### config.mk
export PLATFORM = sky130hd
export DESIGN_NAME = cmp_port
export DESIGN_NICKNAME = d
export VERILOG_FILES = /design/src/rtl/cmp_pkg.sv /design/src/rtl/cmp_ps_if.sv /design/src/rtl/cmp_ps_xlate.sv /design/src/rtl/cmp_port.sv
export SDC_FILE = /design/constraint.sdc
export NUM_CORES = 1
export LEC_CHECK = 0
export ABC_AREA = 1
export BUFFER_PORTS_ARGS = -buffer_cell sky130_fd_sc_hd__buf_2
export CAP_MARGIN = 20
export CORE_UTILIZATION = 50
export CTS_BUF_LIST = sky130_fd_sc_hd__clkbuf_8
export CTS_CLUSTER_DIAMETER = 150
export DETAILED_ROUTE_END_ITERATION = 8
export PLACE_DENSITY = 0.91
export SLEW_MARGIN = 0
export SYNTH_ARGS = -nofsm -noshare
export SYNTH_HDL_FRONTEND = slang
export SYNTH_SLANG_ARGS = --single-unit
### constraint.sdc
create_clock -name clk -period 2.8 [get_ports clk]
set_input_delay 0.14 -clock clk [delete_from_list [all_inputs] [get_ports clk]]
set_output_delay 0.14 -clock clk [all_outputs]
set_load 0.02 [all_outputs]
### src/rtl/cmp_pkg.sv
// Constants shared by the configuration message port
package cmp_pkg;
  // ****************************************
  // Message tokens
  // ****************************************
  localparam logic [7:0]  CMP_TOK_WRITE   = 8'hc0;
  localparam logic [7:0]  CMP_TOK_READ    = 8'hc1;
  localparam logic [7:0]  CMP_TOK_END     = 8'h01;
  localparam logic [7:0]  CMP_TOK_ACK     = 8'h03;
  localparam logic [7:0]  CMP_TOK_NACK    = 8'h04;
  // ****************************************
  // Field widths and counts
  // ****************************************
  localparam int          CMP_RID_W       = 24;
  localparam int          CMP_REG_W       = 16;
  localparam int          CMP_DATA_W      = 32;
  localparam logic [1:0]  CMP_RID_LAST    = 2'h2;
  localparam logic [1:0]  CMP_REG_LAST    = 2'h1;
  localparam logic [1:0]  CMP_DATA_LAST   = 2'h3;
  localparam logic [7:0]  CMP_NO_REPLY    = 8'hff;
  // ****************************************
  // Destination low patterns
  // ****************************************
  localparam logic [15:0] CMP_DEST_TILE   = 16'hc20c;
  localparam logic [15:0] CMP_DEST_NODE   = 16'hc30c;
  // ****************************************
  // Processor-status resource identifiers
  // ****************************************
  localparam int          CMP_PS_NUM_W    = 24;
  localparam int          CMP_PS_SHIFT    = 8;
  localparam logic [7:0]  CMP_PS_TYPE     = 8'h0b;
endpackage

### src/rtl/cmp_ps_if.sv
// Carrier between the message port and the status identifier unit
`timescale 1ns/10ps
`default_nettype none
interface cmp_ps_if;
  import cmp_pkg::*;
  logic                    req;
  logic                    wr;
  logic [CMP_PS_NUM_W-1:0] num;
  logic [CMP_DATA_W-1:0]   wdata;
  logic                    res_valid;
  logic                    res_wr;
  logic [CMP_DATA_W-1:0]   res_id;
  logic [CMP_DATA_W-1:0]   res_wdata;
  modport top  (output req, wr, num, wdata, input res_valid, res_wr, res_id, res_wdata);
  modport unit (input req, wr, num, wdata, output res_valid, res_wr, res_id, res_wdata);
endinterface
`default_nettype wire

### src/rtl/cmp_ps_xlate.sv
// Processor-status register number to resource identifier
`timescale 1ns/10ps
`default_nettype none
module cmp_ps_xlate
  import cmp_pkg::*;
(
  // Clock and reset
  input  wire logic clk,
  input  wire logic reset_n,
  // Status access
  cmp_ps_if.unit    ps
);
  logic                  valid_reg, valid_next;
  logic                  wr_reg,    wr_next;
  logic [CMP_DATA_W-1:0] id_reg,    id_next;
  logic [CMP_DATA_W-1:0] wd_reg,    wd_next;

  always_comb begin
    valid_next = ps.req;
    wr_next    = wr_reg;
    id_next    = id_reg;
    wd_next    = wd_reg;
    if (ps.req) begin
      wr_next = ps.wr;
      wd_next = ps.wdata;
      id_next = {ps.num[CMP_DATA_W-CMP_PS_SHIFT-1:0], {CMP_PS_SHIFT{1'b0}}} |
                {{(CMP_DATA_W-8){1'b0}}, CMP_PS_TYPE};
    end
  end

  always_ff @(posedge clk or negedge reset_n) begin
    if (!reset_n) begin
      valid_reg <= 1'b0;
      wr_reg    <= 1'b0;
      id_reg    <= '0;
      wd_reg    <= '0;
    end else begin
      valid_reg <= valid_next;
      wr_reg    <= wr_next;
      id_reg    <= id_next;
      wd_reg    <= wd_next;
    end
  end

  assign ps.res_valid = valid_reg;
  assign ps.res_wr    = wr_reg;
  assign ps.res_id    = id_reg;
  assign ps.res_wdata = wd_reg;
endmodule // cmp_ps_xlate
`default_nettype wire

### src/rtl/cmp_port.sv
// Configuration register message port: decodes request tokens, replies
// ****************************************
// Functional notes
// - Write reply: tokens 3 then 1 on success, 4 then 1 on failure.
// - Read reply: token 3, 32-bit value, token 1; failure is tokens 4, 1.
// - Reply id is upper 24 bits of reply channel-end; replies go there.
// - Write with reply id low byte all ones: write done, no reply.
// - All multi-byte fields travel most significant byte first.
// - Node registers use identical request and reply formats as tile registers.
// - Local processor reads or writes status registers directly, no message.
// - Status resource id is register number shifted left 8, ORed 0x0B.
// ****************************************
`timescale 1ns/10ps
`default_nettype none
module cmp_port
  import cmp_pkg::*;
(
  // Clock and reset
  input  wire logic                    clk,
  input  wire logic                    reset_n,
  // Incoming token stream
  input  wire logic                    in_valid,
  input  wire logic                    in_ctrl,
  input  wire logic [7:0]              in_byte,
  input  wire logic [15:0]             in_dest_low,
  output logic                         in_ready,
  // Outgoing reply stream
  output logic                         out_valid,
  output logic                         out_ctrl,
  output logic [7:0]                   out_byte,
  output logic [CMP_RID_W-1:0]         out_dest,
  input  wire logic                    out_ready,
  // Register bank access
  output logic                         reg_req,
  output logic                         reg_write,
  output logic                         reg_node,
  output logic [CMP_REG_W-1:0]         reg_addr,
  output logic [CMP_DATA_W-1:0]        reg_wdata,
  input  wire logic                    reg_ack,
  input  wire logic                    reg_err,
  input  wire logic [CMP_DATA_W-1:0]   reg_rdata,
  // Local processor-status access
  input  wire logic                    ps_req,
  input  wire logic                    ps_wr,
  input  wire logic [CMP_PS_NUM_W-1:0] ps_num,
  input  wire logic [CMP_DATA_W-1:0]   ps_wdata,
  output logic                         ps_res_valid,
  output logic                         ps_res_wr,
  output logic [CMP_DATA_W-1:0]        ps_res_id,
  output logic [CMP_DATA_W-1:0]        ps_res_wdata
);
  // ****************************************
  // Status identifier unit
  // ****************************************
  cmp_ps_if ps_bus ();
  assign ps_bus.req   = ps_req;
  assign ps_bus.wr    = ps_wr;
  assign ps_bus.num   = ps_num;
  assign ps_bus.wdata = ps_wdata;
  assign ps_res_valid = ps_bus.res_valid;
  assign ps_res_wr    = ps_bus.res_wr;
  assign ps_res_id    = ps_bus.res_id;
  assign ps_res_wdata = ps_bus.res_wdata;

  cmp_ps_xlate u_ps_xlate (
    .clk     (clk),
    .reset_n (reset_n),
    .ps      (ps_bus)
  );

  // ****************************************
  // Message state machine
  // ****************************************
  typedef enum logic [3:0] {
    ST_IDLE, ST_RID, ST_REG, ST_DATA, ST_END, ST_ACC, ST_DRAIN, ST_TX_HDR, ST_TX_DATA, ST_TX_END
  } cmp_state_t;

  cmp_state_t            state_reg,   state_next;
  logic [1:0]            cnt_reg,     cnt_next;
  logic                  wr_reg,      wr_next;
  logic                  node_reg,    node_next;
  logic                  ok_reg,      ok_next;
  logic                  fail_reg,    fail_next;
  logic [CMP_RID_W-1:0]  rid_reg,     rid_next;
  logic [CMP_REG_W-1:0]  addr_reg,    addr_next;
  logic [CMP_DATA_W-1:0] data_reg,    data_next;
  logic                  req_reg,     req_next;
  logic                  inrdy_reg,   inrdy_next;
  logic                  ovalid_reg,  ovalid_next;
  logic                  octrl_reg,   octrl_next;
  logic [7:0]            obyte_reg,   obyte_next;
  logic                  rx;
  logic                  load;
  logic                  is_end;

  always_comb begin
    state_next  = state_reg;
    cnt_next    = cnt_reg;
    wr_next     = wr_reg;
    node_next   = node_reg;
    ok_next     = ok_reg;
    fail_next   = fail_reg;
    rid_next    = rid_reg;
    addr_next   = addr_reg;
    data_next   = data_reg;
    req_next    = 1'b0;
    octrl_next  = octrl_reg;
    obyte_next  = obyte_reg;
    ovalid_next = ovalid_reg && !out_ready;
    rx          = in_valid && inrdy_reg;
    load        = !ovalid_reg || out_ready;
    is_end      = in_ctrl && (in_byte == CMP_TOK_END);
    // Stray control token inside a field: abort framing, fail once id is known
    if (rx && in_ctrl && (state_reg == ST_RID || state_reg == ST_REG || state_reg == ST_DATA)) begin
      ok_next    = 1'b0;
      cnt_next   = '0;
      fail_next  = (state_reg != ST_RID);
      state_next = is_end ? ((state_reg == ST_RID) ? ST_IDLE : ST_TX_HDR) : ST_DRAIN;
    end else begin
      case (state_reg)
        ST_IDLE: begin
          if (rx) begin
            if (in_ctrl && (in_byte == CMP_TOK_WRITE || in_byte == CMP_TOK_READ)) begin
              wr_next    = (in_byte == CMP_TOK_WRITE);
              node_next  = (in_dest_low == CMP_DEST_NODE);
              fail_next  = 1'b0;
              cnt_next   = '0;
              state_next = ST_RID;
            end else if (!is_end) begin
              fail_next  = 1'b0;
              state_next = ST_DRAIN;
            end
          end
        end
        ST_RID: begin
          if (rx) begin
            rid_next = {rid_reg[CMP_RID_W-9:0], in_byte};
            cnt_next = cnt_reg + 2'h1;
            if (cnt_reg == CMP_RID_LAST) begin
              cnt_next   = '0;
              state_next = ST_REG;
            end
          end
        end
        ST_REG: begin
          if (rx) begin
            addr_next = {addr_reg[CMP_REG_W-9:0], in_byte};
            cnt_next  = cnt_reg + 2'h1;
            if (cnt_reg == CMP_REG_LAST) begin
              cnt_next   = '0;
              state_next = wr_reg ? ST_DATA : ST_END;
            end
          end
        end
        ST_DATA: begin
          if (rx) begin
            data_next = {data_reg[CMP_DATA_W-9:0], in_byte};
            cnt_next  = cnt_reg + 2'h1;
            if (cnt_reg == CMP_DATA_LAST) begin
              cnt_next   = '0;
              state_next = ST_END;
            end
          end
        end
        ST_END: begin
          if (rx) begin
            if (is_end) begin
              req_next   = 1'b1;
              state_next = ST_ACC;
            end else begin
              // Overlong message: swallow the rest, then answer with failure
              ok_next    = 1'b0;
              fail_next  = 1'b1;
              state_next = is_end ? ST_TX_HDR : ST_DRAIN;
            end
          end
        end
        ST_ACC: begin
          if (reg_ack) begin
            ok_next   = !reg_err;
            data_next = reg_rdata;
            if (wr_reg && rid_reg[7:0] == CMP_NO_REPLY) begin
              state_next = ST_IDLE;
            end else begin
              state_next = ST_TX_HDR;
            end
          end
        end
        ST_DRAIN: begin
          if (rx && is_end) begin
            state_next = fail_reg ? ST_TX_HDR : ST_IDLE;
          end
        end
        ST_TX_HDR: begin
          if (load) begin
            ovalid_next = 1'b1;
            octrl_next  = 1'b1;
            obyte_next  = ok_reg ? CMP_TOK_ACK : CMP_TOK_NACK;
            cnt_next    = '0;
            state_next  = (ok_reg && !wr_reg) ? ST_TX_DATA : ST_TX_END;
          end
        end
        ST_TX_DATA: begin
          if (load) begin
            ovalid_next = 1'b1;
            octrl_next  = 1'b0;
            obyte_next  = data_reg[CMP_DATA_W-1 -: 8];
            data_next   = {data_reg[CMP_DATA_W-9:0], 8'h00};
            cnt_next    = cnt_reg + 2'h1;
            if (cnt_reg == CMP_DATA_LAST) begin
              state_next = ST_TX_END;
            end
          end
        end
        ST_TX_END: begin
          if (load) begin
            ovalid_next = 1'b1;
            octrl_next  = 1'b1;
            obyte_next  = CMP_TOK_END;
            state_next  = ST_IDLE;
          end
        end
        default: begin
          state_next = ST_IDLE;
        end
      endcase
    end
    // No new id may overwrite the reply address while a reply token waits
    inrdy_next = !ovalid_next && ((state_next == ST_IDLE) || (state_next == ST_RID) || (state_next == ST_REG) ||
                 (state_next == ST_DATA) || (state_next == ST_END) || (state_next == ST_DRAIN));
  end

  always_ff @(posedge clk or negedge reset_n) begin
    if (!reset_n) begin
      state_reg  <= ST_IDLE;
      cnt_reg    <= '0;
      wr_reg     <= 1'b0;
      node_reg   <= 1'b0;
      ok_reg     <= 1'b0;
      fail_reg   <= 1'b0;
      rid_reg    <= '0;
      addr_reg   <= '0;
      data_reg   <= '0;
      req_reg    <= 1'b0;
      inrdy_reg  <= 1'b0;
      ovalid_reg <= 1'b0;
      octrl_reg  <= 1'b0;
      obyte_reg  <= '0;
    end else begin
      state_reg  <= state_next;
      cnt_reg    <= cnt_next;
      wr_reg     <= wr_next;
      node_reg   <= node_next;
      ok_reg     <= ok_next;
      fail_reg   <= fail_next;
      rid_reg    <= rid_next;
      addr_reg   <= addr_next;
      data_reg   <= data_next;
      req_reg    <= req_next;
      inrdy_reg  <= inrdy_next;
      ovalid_reg <= ovalid_next;
      octrl_reg  <= octrl_next;
      obyte_reg  <= obyte_next;
    end
  end

  // ****************************************
  // Outputs
  // ****************************************
  assign in_ready  = inrdy_reg;
  assign out_valid = ovalid_reg;
  assign out_ctrl  = octrl_reg;
  assign out_byte  = obyte_reg;
  assign out_dest  = rid_reg;
  assign reg_req   = req_reg;
  assign reg_write = wr_reg;
  assign reg_node  = node_reg;
  assign reg_addr  = addr_reg;
  assign reg_wdata = data_reg;
endmodule // cmp_port
`default_nettype wire

[After elaboration in Yosys (flattened, before gate mapping)]
Index checks and enable logic that the tools add are counted.
Operators by class
  bitwise logic cells: 1
  shift-type cells: 0
  equal/unequal tests: 40
  divide/modulo/power cells: 0
  reduce and logical (&&, ||, !) cells: 43
  magnitude comparators: 0
  multiply operators: 0
  muxes and demuxes: 67
  add/sub/neg operators: 1
Operator list (count)
  32-bit two-way mux: 3
  32-bit case mux with 3 select lines: 1
  4-bit two-way mux: 17
  4-bit case mux with 10 select lines: 1
  4-bit by 3-bit == test with 1-bit output (second input constant): 6
  8-bit == test (second input constant): 3
  2-bit two-way mux: 12
  8-bit two-way mux: 3
  3-bit inequality test (second input constant): 8
  8-bit case mux with 3 select lines: 1
  1-bit two-way mux: 19
  3-bit two-way mux: 6
  16-bit == test (second input constant): 1
  4-bit by 2-bit == test with 1-bit output (second input constant): 4
  5-bit AND reduction: 3
  2-bit case mux with 6 select lines: 1
  4-bit AND reduction: 3
  3-bit nonzero test: 4
  1-bit logical AND: 10
  2-bit inequality test (second input constant): 5
  1-bit logical OR: 9
  4-bit by 1-bit == test with 1-bit output (second input constant): 2
  4-bit == test (second input constant): 2
  8-bit by 1-bit == test with 1-bit output (second input constant): 1
  other kinds (17): 27
Storage, ports and cells
  latch bits: 0
  RAM bits: 0
  ROM bits: 0
  memories kept: 0
  input port bits: 121
  flip-flop bits (word level): 155
  output and inout bits: 152
  word-level logic and storage cells: 170

[Depth between registers and ports, before layout]
Gate-level depths: netlist of the first run.
  depth after elaboration: 14
  depth in mapped cells: 13
  mapped depth without buffers: 13

[Modules after synthesis]
A second synthesis of the first run with hierarchy kept.
Unflattened totals
  cells, all modules: 815
  area total of the unflattened synthesis: 6895.4 um^2
Modules (own cells, without submodules)
  cmp_port: instances 1, area an instance 4611.9 um^2, sequential area each 2352.3 um^2, cells an instance 562
  cmp_ps_xlate: instances 1, area an instance 2283.4 um^2, sequential area each 1476.4 um^2, cells an instance 253

[Worst setup path before layout of the first run]
Ideal clock, no wire load.
  kind: register to register
  from: register inrdy_reg, in the netlist in_ready
  to: register addr_reg[10], in the netlist reg_addr[10]
  setup time: 0.125 ns
  buffers on the path: 1
  slack: 0.914 ns
  data required time: 2.675 ns
  stages on the path, launching flop included: 10
  period minus slack after synthesis: 1.886 ns
  arrival: 1.761 ns
  cell sequence: dfrtp_1 > nand2_1 > nor2_2 > nand3_4 > inv_4 > nor2_4 > inv_2 > nor2_4 > buf_6 > mux2_4
Between the ends
  cells in the longest elaborated chain, start to end: 5
RTL lines
  from (decl): line cmp_port.sv:88  | logic inrdy_reg, inrdy_next;
  from (signal assigned): line cmp_port.sv:260  | inrdy_reg <= inrdy_next;
  1-bit logical AND *: line cmp_port.sv:110  | rx = in_valid && inrdy_reg;
  1-bit logical AND (2 in series): line cmp_port.sv:114  | if (rx && in_ctrl && (state_reg == ST_RID || state_reg == ST_REG || state_reg == ST_DATA)) begin
  1-bit inverter (no source line)
  3-bit AND reduction (no source line) *
  to (signal assigned): line cmp_port.sv:257  | addr_reg <= addr_next;
  to (decl): line cmp_port.sv:85  | logic [CMP_REG_W-1:0] addr_reg, addr_next;
Mark *: on every way between the ends. The rest lies on a longest branch, timed or not.
A chain may end at the register's enable or synchronous reset.

[Final worst setup path of the first run]
  from: register state_reg[3]
  to: register data_reg[0], in the netlist reg_wdata[0]
Between the ends
  cells in the longest elaborated chain, start to end: 6
  elaborated cells on any way between the ends: 15
  those cells by class: eq/ne (8); mux (1); bitwise (1); reduce/logical (5)
RTL lines
  from (decl): line cmp_port.sv:78  | cmp_state_t state_reg, state_next;
  from (signal assigned): line cmp_port.sv:250  | state_reg <= state_next;
  4-bit by 1-bit == test with 1-bit output or 4-bit by 2-bit == test with 1-bit output (tied branches): line cmp_port.sv:114
  1-bit logical OR (2 in series): line cmp_port.sv:114
  1-bit logical AND: line cmp_port.sv:114
  1-bit inverter (no source line)
  5-bit AND reduction (no source line)
  to (signal assigned): line cmp_port.sv:258  | data_reg <= data_next;
  to (decl): line cmp_port.sv:86  | logic [CMP_DATA_W-1:0] data_reg, data_next;
Parallel ways exist; a longest one is shown, timed or not.

==> results_dict.tcl, run 1 <==
set metrics [dict create \
    p_int_uw 5128 \
    finalWirelength_um 23140 \
    hpwlAfterDp_um 14430 \
    cts-root-buf "clkbuf_8" \
    ir_drop_uv 475.7 \
    avgSynthCellArea_um2 10.49 \
    grt_pass1_wl_um 35960 \
    placed_cells 1077 \
    start_util_pct 51.35 \
    first_pass_iters 5 \
    worstSetupPathType "flop to flop" \
    drtIter0Drc 619 \
    clk_pin_slew_ns 0.09 \
    layout-drive-gt1-share_pct 40.66 \
    cp.required_ns 3.20 \
    cp-startpoint "state_reg[3]" \
    wire_per_inst_um 19.11 \
    yosysWarnings 0 \
    place.gp.congestion 1.046 \
    min_from "in_byte[0]" \
    die_area_um2 14070 \
    tns_ns 0 \
    track_usage_pct 33.51 \
    insertion_delay_ns 0.47 \
    synthFlopType "dfrtp_1" \
    antenna_found_initial 1 \
    synth-seq-cells 153 \
    fin_crit_sh_pct 86.31 \
    cts_hold_buf 100 \
    synth_most_common_cell "dfrtp_1" \
    cp_max_fo 19 \
    relSlewSlack_pct 48.41 \
    busiest_layer "met2" \
    cts_max_path_buffers 2 \
    arrival_ns 2.82 \
    die_x_um 118.6 \
    cts_tree "done" \
    numPortBuffers 267 \
    synth_top_area_share_pct 56.30 \
    fmax_ghz 0.4138 \
    startpoint_type "flop" \
    yosys-top-cells-count "dfrtp_1, nand2_1, mux2_2, nor2_1, inv_1" \
    grt_pass1_vias 6696 \
    async_flop_share_pct 100.0 \
    p_per_area_nw_per_um2 895.4 \
    fin_util_pct 73.60 \
    io_pins 273 \
    maxSlewViolCount 0 \
    core_area_um2 13240 \
    cp-end-kind "flop" \
    synth_top_area_cell "dfrtp_1" \
    setup_viol 0 \
    p_seq_share_pct 39.0 \
    synth_edf_count 0 \
    gr-usage-met2_pct 56.58 \
    switching_share_pct 41.24 \
    drcViolationCount 0 \
    cpMaxStageDelayCell "dlygate4sd3_1" \
    globalRouteOverflowTotal 0 \
    htree_levels 4 \
    cts_resized 0 \
    post-place-ws_ns 0.6642 \
    finClkSkew_ns 0.01485 \
    crit_chain "inv_1 > nor2_1 > nand2_2 > inv_2 > nor2_4 > nand2_1 > nand2_1 > inv_2 > nor2_1 > a31oi_1 > dlygate4sd3_1" \
    crit_buf_inv 4 \
    drtAntennaViolNets 0 \
    hold_viol 0 \
    fin_cells 1211 \
    p_switching_uw 3599 \
    clkPwrFrac_pct 20.9 \
    worstMarginPinSlew_ns 0.7738 \
    cap_violations 0 \
    hold_class "input pin to flop" \
    cp_top_family "buffers and inverters" \
    dr_total_vias 6587 \
    die_h_um 118.6 \
    num-nets-final 1147 \
    grt_max_degree 83 \
    post-route-min-period_ns 2.417 \
    area_delta_synth_final_pct 43.33 \
    netlist_area_um2 6800 \
    synth.distinct_cells 36 \
    grt_use_met1_pct 39.63 \
    power_frac_comb_pct 40.1 \
    fillers 901 \
    setup_slack_ns 0.3833 \
    power.leakage_uw 0.004928 \
    r2r_start "state_reg[3]" \
    synth_cells 648 \
    grt_setup_unrepaired "false" \
    grtUsageMet3_pct 6.950 \
    cts-buffers-inserted 17 \
    status "complete, no violations" \
    vias_per_cell 5.439 \
    cts_setup_buffers 0 \
    placementRows 42 \
    clock_sinks 153 \
    synthTopCellsByArea "dfrtp_1, mux2_2, nand2_1" \
    total_power_uw 8727 \
    yosysSeqAreaShare_pct 56.30 \
    max_stage_delay_ns 0.57 \
]
final timing paths:
path / endpoint / cells past startpoint / slack (ns)
worst min register to register: u_ps_xlate.ps.res_id[16] / 1 / 0.50
min in group asynchronous: reg_req / 2 / 0.26
worst max register to register: reg_wdata[0] / 11 / 0.38
max in group asynchronous: reg_wdata[20] / 3 / 1.70
worst max-delay path: reg_wdata[0] / 11 / 0.38
worst min-delay path: reg_write / 4 / 0.02
cell families (layout without fill, tap and decap cells):
logic type,count (synthesis),count (layout),share of synthesized area (%)
compound gates,74,74,6.384
fa+ha+maj,6,6,1.104
buf+inv,72,453,4.894
flops,153,153,56.30
mux,92,92,15.57
other cells,1,7,0.05514
simple gates,250,250,15.69
final cells by class:
type / count / area [µm²] / area share [%]
clock inverters: 13 / 166.4 / 1.707
well taps: 176 / 220.2 / 2.259
inverters: 44 / 167.7 / 1.720
clock buffers: 19 / 261.5 / 2.683
repair buffers: 377 / 2444 / 25.07
multi-input cells: 427 / 2654 / 27.23
diodes: 2 / 5.005 / 0.05135
flip-flops and latches: 153 / 3829 / 39.28
power by group through the flow:
stage	Combinational (µW)	Clock (µW)	Sequential [µW]
after global routing	3750	1930	3470
final	3500	1830	3400
after detailed placement	3230	0	3400
after CTS	3390	1810	3360
after global placement	3180	0	3360
after floorplan	1320	0	4080
through the flow:
stage | hold slack, ns | area (µm²)
after floorplan | -0.1556 | 6815
after global placement | 0.2401 | 8313
after detailed placement | 0.2353 | 8313
after CTS | 0.01032 | 9742
after global routing | 0.02291 | 9744
final | 0.02346 | 9747
layer usage:
metal	share of wire, %	up-vias
li1	-	2903
met1	38	3181
met2	50	395
met3	7.4	108
met4	5.1	0
met5	0	-
tightest hold or removal path, delay by kind of cell:
kind / cells / cell delay [ns]
AND/OR/NAND/NOR: 2 / 0.11
AO/OA/AOI/OAI: 1 / 0.07
buffers and inverters: 1 / 0.13
layout by cell type, fill, tap and decap left out, drive strengths merged:
cell / synthesis / final
o31ai: 1 / 1
o211ai: 7 / 7
or2: 1 / 1
buf: 22 / 277
a21oi: 7 / 7
o22ai: 2 / 2
a21boi: 1 / 1
a211oi: 1 / 1
nor3: 7 / 7
ha: 6 / 6
nor4: 1 / 1
clkbuf: 6 / 19
nor2: 65 / 65
o21ai: 28 / 28
a31oi: 25 / 25
conb: 1 / 5
clkinvlp: 0 / 3
dlygate4sd3: 0 / 100
nand4: 4 / 4
o21a: 2 / 2
diode: 0 / 2
inv: 44 / 47
nand3b: 1 / 1
nand2: 142 / 142
mux2: 92 / 92
dfrtp: 153 / 153
nand3: 29 / 29
bufinv: 0 / 3
clkinv: 0 / 4
Note: power is estimated with default switching activity, not from simulation.
==> run 2, diff against run 1 <==
--- a/config.mk
+++ b/config.mk
@@ -12,8 +12,7 @@
 export CTS_BUF_LIST = sky130_fd_sc_hd__clkbuf_8
 export CTS_CLUSTER_DIAMETER = 150
 export DETAILED_ROUTE_END_ITERATION = 8
-export PLACE_DENSITY = 0.91
-export SLEW_MARGIN = 0
+export PLACE_DENSITY = 0.93
 export SYNTH_ARGS = -nofsm -noshare
 export SYNTH_HDL_FRONTEND = slang
 export SYNTH_SLANG_ARGS = --single-unit
==> results_dict.tcl, run 2 (synthesis results as in run 1) <==
set metrics [dict create \
    status "complete, no violations" \
    max_stage_delay_ns 0.57 \
    design_area_um2 9707 \
    start_util_pct 51.35 \
    power.leakage_uw 0.004895 \
    grt_max_degree 65 \
    insertion_delay_ns 0.47 \
    ff_latch_area_um2 3829 \
    drtIter0Drc 646 \
    cp_max_fo 26 \
    die_x_um 118.6 \
    drcViolationCount 0 \
    cts_tree "done" \
    worstSetupPathType "flop to flop" \
    cp.required_ns 3.20 \
    hold_depth 2 \
    setup_viol 0 \
    post-route-min-period_ns 2.668 \
    num-nets-final 1145 \
    r2r_end "reg_wdata[1]" \
    drtAntennaViolNets 0 \
    multiInputGateArea_um2 2656 \
    maxSlewViolCount 0 \
    relSlewSlack_pct 53.00 \
    crit_buf_inv 5 \
    cpMaxStageDelayCell "dlygate4sd3_1" \
    finalWirelength_um 22610 \
    fmax_ghz 0.3749 \
    cts-root-buf "clkbuf_8" \
    io_pins 273 \
    cp-end-kind "flop" \
    clock_sinks 153 \
    mostFrequentLayoutCells "buf_2, dfrtp_1, nand2_1, dlygate4sd3_1, mux2_2" \
    core_area_um2 13240 \
    grt_pass1_vias 6729 \
    die_h_um 118.6 \
    min_to "out_dest[5]" \
    die_area_um2 14070 \
    r2r_start "state_reg[0]" \
    worstRegToRegCells 12 \
    hold_viol 0 \
    clk_pin_slew_ns 0.08 \
    hold_class "input pin to flop" \
    area_delta_synth_final_pct 42.74 \
    arrival_ns 3.06 \
    htree_levels 4 \
    layout_commonest_cell "buf_2" \
    cp_top_family "buffers and inverters" \
    vias_per_cell 5.419 \
    dr_total_vias 6551 \
    hpwlAfterDp_um 14160 \
    tns_ns 0 \
    antenna_found_initial 2 \
    place.gp.congestion 0.8982 \
    globalRouteOverflowTotal 0 \
    worstMarginPinSlew_ns 0.7049 \
    crit_chain "inv_1 > nor2_4 > inv_2 > nor2_2 > nor2_4 > nand2_1 > nand2_1 > inv_4 > buf_4 > nor2_1 > a31oi_1 > dlygate4sd3_1" \
    cts_max_path_buffers 2 \
    placed_cell_area_um2 8298 \
    cap_violations 0 \
    min_from "in_byte[5]" \
    first_pass_iters 5 \
    r2r_slack_ns 0.13 \
    grt_setup_unrepaired "false" \
    startpoint_type "flop" \
    ir_drop_uv 558.4 \
    p_per_area_nw_per_um2 885.8 \
    fillers 875 \
    fin_crit_sh_pct 95.27 \
    grt_pass1_wl_um 35720 \
    cts-buffers-inserted 17 \
    finClkSkew_ns 0.01509 \
    placementRows 42 \
    wire_per_inst_um 18.70 \
    layout-drive-gt1-share_pct 40.64 \
    track_usage_pct 33.33 \
    numPortBuffers 267 \
]
run 2: timing repair:
item | in CTS | in global routing
hold endpoints to repair | 157 | 0
setup endpoints to repair | 0 | 4
resized for setup | 0 | 4
buffers inserted | 0 | 0
hold buffers | 100 | 0
run 2: layer usage:
metal	vias to the layer above	track usage [%]	routed length, µm
met5	-	0	0
met4	0	17.56	1019
met3	93	7.384	1721
met2	412	57.57	11420
met1	3135	38.63	8447
li1	2911	-	-
run 2: area by class of cell:
cell class              instances  area share (%)
diodes                          2         0.05156
clock inverters                14           1.547
clock buffers                  18           2.552
repair buffers                375           25.02
flip-flops and latches        153           39.44
multi-input cells             427           27.37
inverters                      44           1.753
well taps                     176           2.269
run 2: report_power, final:
part	switching, µW	internal [µW]	leakage (µW)
Combinational	2180	1320	0.00287
Clock	873	816	0.000189
Sequential	535	2870	0.00184
run 2: metrics by stage:
step	hold slack, ns	std cells	setup WS, ns	utilization (%)	total power (µW)
after detailed placement	0.1735	1075	0.6258	62.66	6627
after global routing	0.01564	1209	0.001493	73.30	9019
final	0.02859	1209	0.1323	73.30	8598
after CTS	0.005048	1207	0.1676	73.22	8441
after global placement	0.1740	1075	0.6482	62.66	6535
after floorplan	-0.1556	652	0.9139	-	5402
run 2: how the worst max path moves through the flow:
stage | from | endpoint | slack, ns | cells past startpoint
3_3_place_gp | in_ready | reg_addr[8] | 0.65 | 8
4_1_cts | in_ready | reg_wdata[3] | 0.17 | 10
3_5_place_dp | in_ready | reg_addr[5] | 0.63 | 8
2_1_floorplan | in_ready | reg_addr[10] | 0.91 | 9
6_report | state_reg[0] | reg_wdata[1] | 0.13 | 12
5_1_grt | state_reg[0] | reg_wdata[1] | 0.001 | 13
==> run 3, diff against run 2 <==
--- a/config.mk
+++ b/config.mk
@@ -5,7 +5,6 @@
 export SDC_FILE = /design/constraint.sdc
 export NUM_CORES = 1
 export LEC_CHECK = 0
-export ABC_AREA = 1
 export BUFFER_PORTS_ARGS = -buffer_cell sky130_fd_sc_hd__buf_2
 export CAP_MARGIN = 20
 export CORE_UTILIZATION = 50
==> results_dict.tcl, run 3 <==
set metrics [dict create \
    status "complete, no violations" \
    layout_commonest_cell "buf_2" \
    synthFlopType "dfrtp_1" \
    track_usage_pct 33.69 \
    grt_setup_unrepaired "false" \
    r2r_slack_ns 0.45 \
    worstSetupPathType "flop to flop" \
    clk_pin_slew_ns 0.08 \
    min_to "reg_wdata[13]" \
    synthSimpleGateAreaFrac_pct 10.55 \
    yosys-top-cells-count "dfrtp_1, mux2_2, nand2_1, o21ai_0, mux2i_1" \
    maxSlewViolCount 0 \
    synth_xor_area_share_pct 0 \
    yosysSeqAreaShare_pct 55.87 \
    synth_edf_count 0 \
    die_x_um 119.1 \
    place.gp.congestion 0.9664 \
    hold_depth 3 \
    worstMarginPinSlew_ns 0.7391 \
    power.leakage_uw 0.004650 \
    finClkSkew_ns 0.01654 \
    placed_cell_area_um2 8352 \
    area_delta_synth_final_pct 40.08 \
    io_pins 273 \
    cp-end-kind "flop" \
    cts_setup_buffers 0 \
    synth_cells 569 \
    synth_top_area_cell "dfrtp_1" \
    fin_crit_sh_pct 83.82 \
    cp_max_fo 24 \
    cts-root-buf "clkbuf_8" \
    synthTopCellsByArea "dfrtp_1, mux2_2, nand2_1" \
    die_area_um2 14180 \
    cp.required_ns 3.13 \
    grt_use_met1_pct 40.89 \
    synth_compound_gate_area_share_pct 9.111 \
    grtUsageMet3_pct 7.998 \
    synth_most_common_cell "dfrtp_1" \
    busiest_layer "met2" \
    design_area_um2 9599 \
    p_per_area_nw_per_um2 680.1 \
    hold_class "input pin to flop" \
    vias_per_cell 5.661 \
    relSlewSlack_pct 50.72 \
    post-route-min-period_ns 2.347 \
    dr_total_vias 6289 \
    cts-buffers-inserted 17 \
    htree_levels 4 \
    synth.distinct_cells 61 \
    hold_viol 0 \
    numPortBuffers 267 \
    mostFrequentLayoutCells "buf_2, dfrtp_1, mux2_2, dlygate4sd3_1, nand2_1" \
    setup_viol 0 \
    globalRouteOverflowTotal 0 \
    cts_max_path_buffers 2 \
    wire_per_inst_um 20.93 \
    drcViolationCount 0 \
    core_area_um2 13300 \
    cts_tree "done" \
    synth_mux_area_share_pct 19.99 \
    die_h_um 119.1 \
    r2r_start "state_reg[3]" \
    synthAdderAreaFrac_pct 1.095 \
    startpoint_type "flop" \
    cap_violations 0 \
    drtAntennaViolNets 0 \
    first_pass_iters 5 \
    grt_max_degree 76 \
    min_from "reg_rdata[13]" \
    gr-usage-met2_pct 56.58 \
    start_util_pct 51.54 \
    antenna_found_initial 2 \
    placementRows 42 \
    clock_sinks 153 \
    tns_ns 0 \
    hpwlAfterDp_um 14060 \
    async_flop_share_pct 100.0 \
    ir_drop_uv 617.7 \
    r2r_end "reg_addr[13]" \
    synth_top_family_by_area "multiplexers" \
    finalWirelength_um 23260 \
    grt_pass1_wl_um 36050 \
    num-nets-final 1047 \
    arrival_ns 2.68 \
    netlist_area_um2 6853 \
    yosysWarnings 0 \
    avgSynthCellArea_um2 12.04 \
    synth-seq-cells 153 \
    fmax_ghz 0.4261 \
    drtIter0Drc 710 \
    grt_pass1_vias 6472 \
    worstRegToRegCells 4 \
    synth_top_area_share_pct 55.87 \
    insertion_delay_ns 0.45 \
    layout-drive-gt1-share_pct 45.92 \
]
[run 3: changes by cell type in the layout (fill, tap and decap cells not counted), sizes merged, moves of 7 or more]
cell         change
nand2           -75
o21ai           +24
inv             -40
dlygate4sd3     -11
nor2            -47
mux2             +8
nand3           -23
a22oi           +11
o211ai           -7
a31oi           -22
mux2i           +24
[run 3: logic make-up after synthesis]
logic type | count (synthesis)
AOI/OAI and AO/OA | 100
DFF | 153
buffers and inverters | 45
and+or+nand+nor | 140
muxes | 124
other | 1
adders and majority gates | 6
[run 3: worst max path at each step]
stage / depth (start not counted) / startpoint / endpoint / slack [ns]
final: 4 / state_reg[3] / reg_addr[13] / 0.45
after global routing: 5 / state_reg[2] / reg_wdata[29] / 0.30
after CTS: 3 / state_reg[3] / reg_wdata[17] / 0.30
after detailed placement: 3 / state_reg[3] / reg_wdata[19] / 0.32
after global placement: 3 / state_reg[3] / reg_wdata[12] / 0.45
after floorplan: 7 / state_reg[3] / reg_addr[5] / 0.87
[run 3: critical path: stages (launching register included)]
cell and delay, ns:
dfrtp_1 0.61, or2_2 0.49, nor2_1 0.18, and4bb_2 0.55
mux2_2 0.40
[run 3: area by class of cell]
cell class	count	area [µm²]
sequential	153	3829
clock inverter	13	81.33
fill	882	3696
tap	176	220.2
inverter	5	18.77
timing repair buffer	368	2349
clock buffer	18	247.7
multi-input combinational	375	2846
antenna	3	7.507
[run 3: metal layers]
layer / routed length [µm] / up-vias / share of wire, %
met5: 0 / - / 0
met4: 906 / 0 / 3.9
met3: 1586 / 78 / 6.8
met2: 11790 / 371 / 51
met1: 8976 / 3114 / 39
li1: - / 2726 / -
[run 3: metrics by stage]
| stage | total power, µW | hold WS [ns] | utilization (%) | worst slack, ns | std cells |
|---|---|---|---|---|---|
| 6_report | 6529 | 0.02117 | 72.20 | 0.4529 | 1111 |
| 5_1_grt | 6819 | 0.02121 | 72.18 | 0.2990 | 1110 |
| 4_1_cts | 6427 | 0.0001774 | 71.99 | 0.2977 | 1107 |
| 3_5_place_dp | 4884 | 0.08423 | 62.82 | 0.3168 | 987 |
| 3_3_place_gp | 4817 | 0.08340 | 62.82 | 0.4529 | 987 |
| 2_1_floorplan | 4127 | -0.1556 | - | 0.8680 | 573 |
[run 3: where the power goes]
part	switching, µW	internal [µW]	leakage (µW)
Combinational	1260	883	0.00253
Sequential	365	2540	0.00195
Clock	858	622	0.000174
Total	2480	4050	0.00465
[run 3: timing repair]
item	CTS	global route
hold buffers	89	0
resized for setup	0	0
hold endpoints to repair	134	0
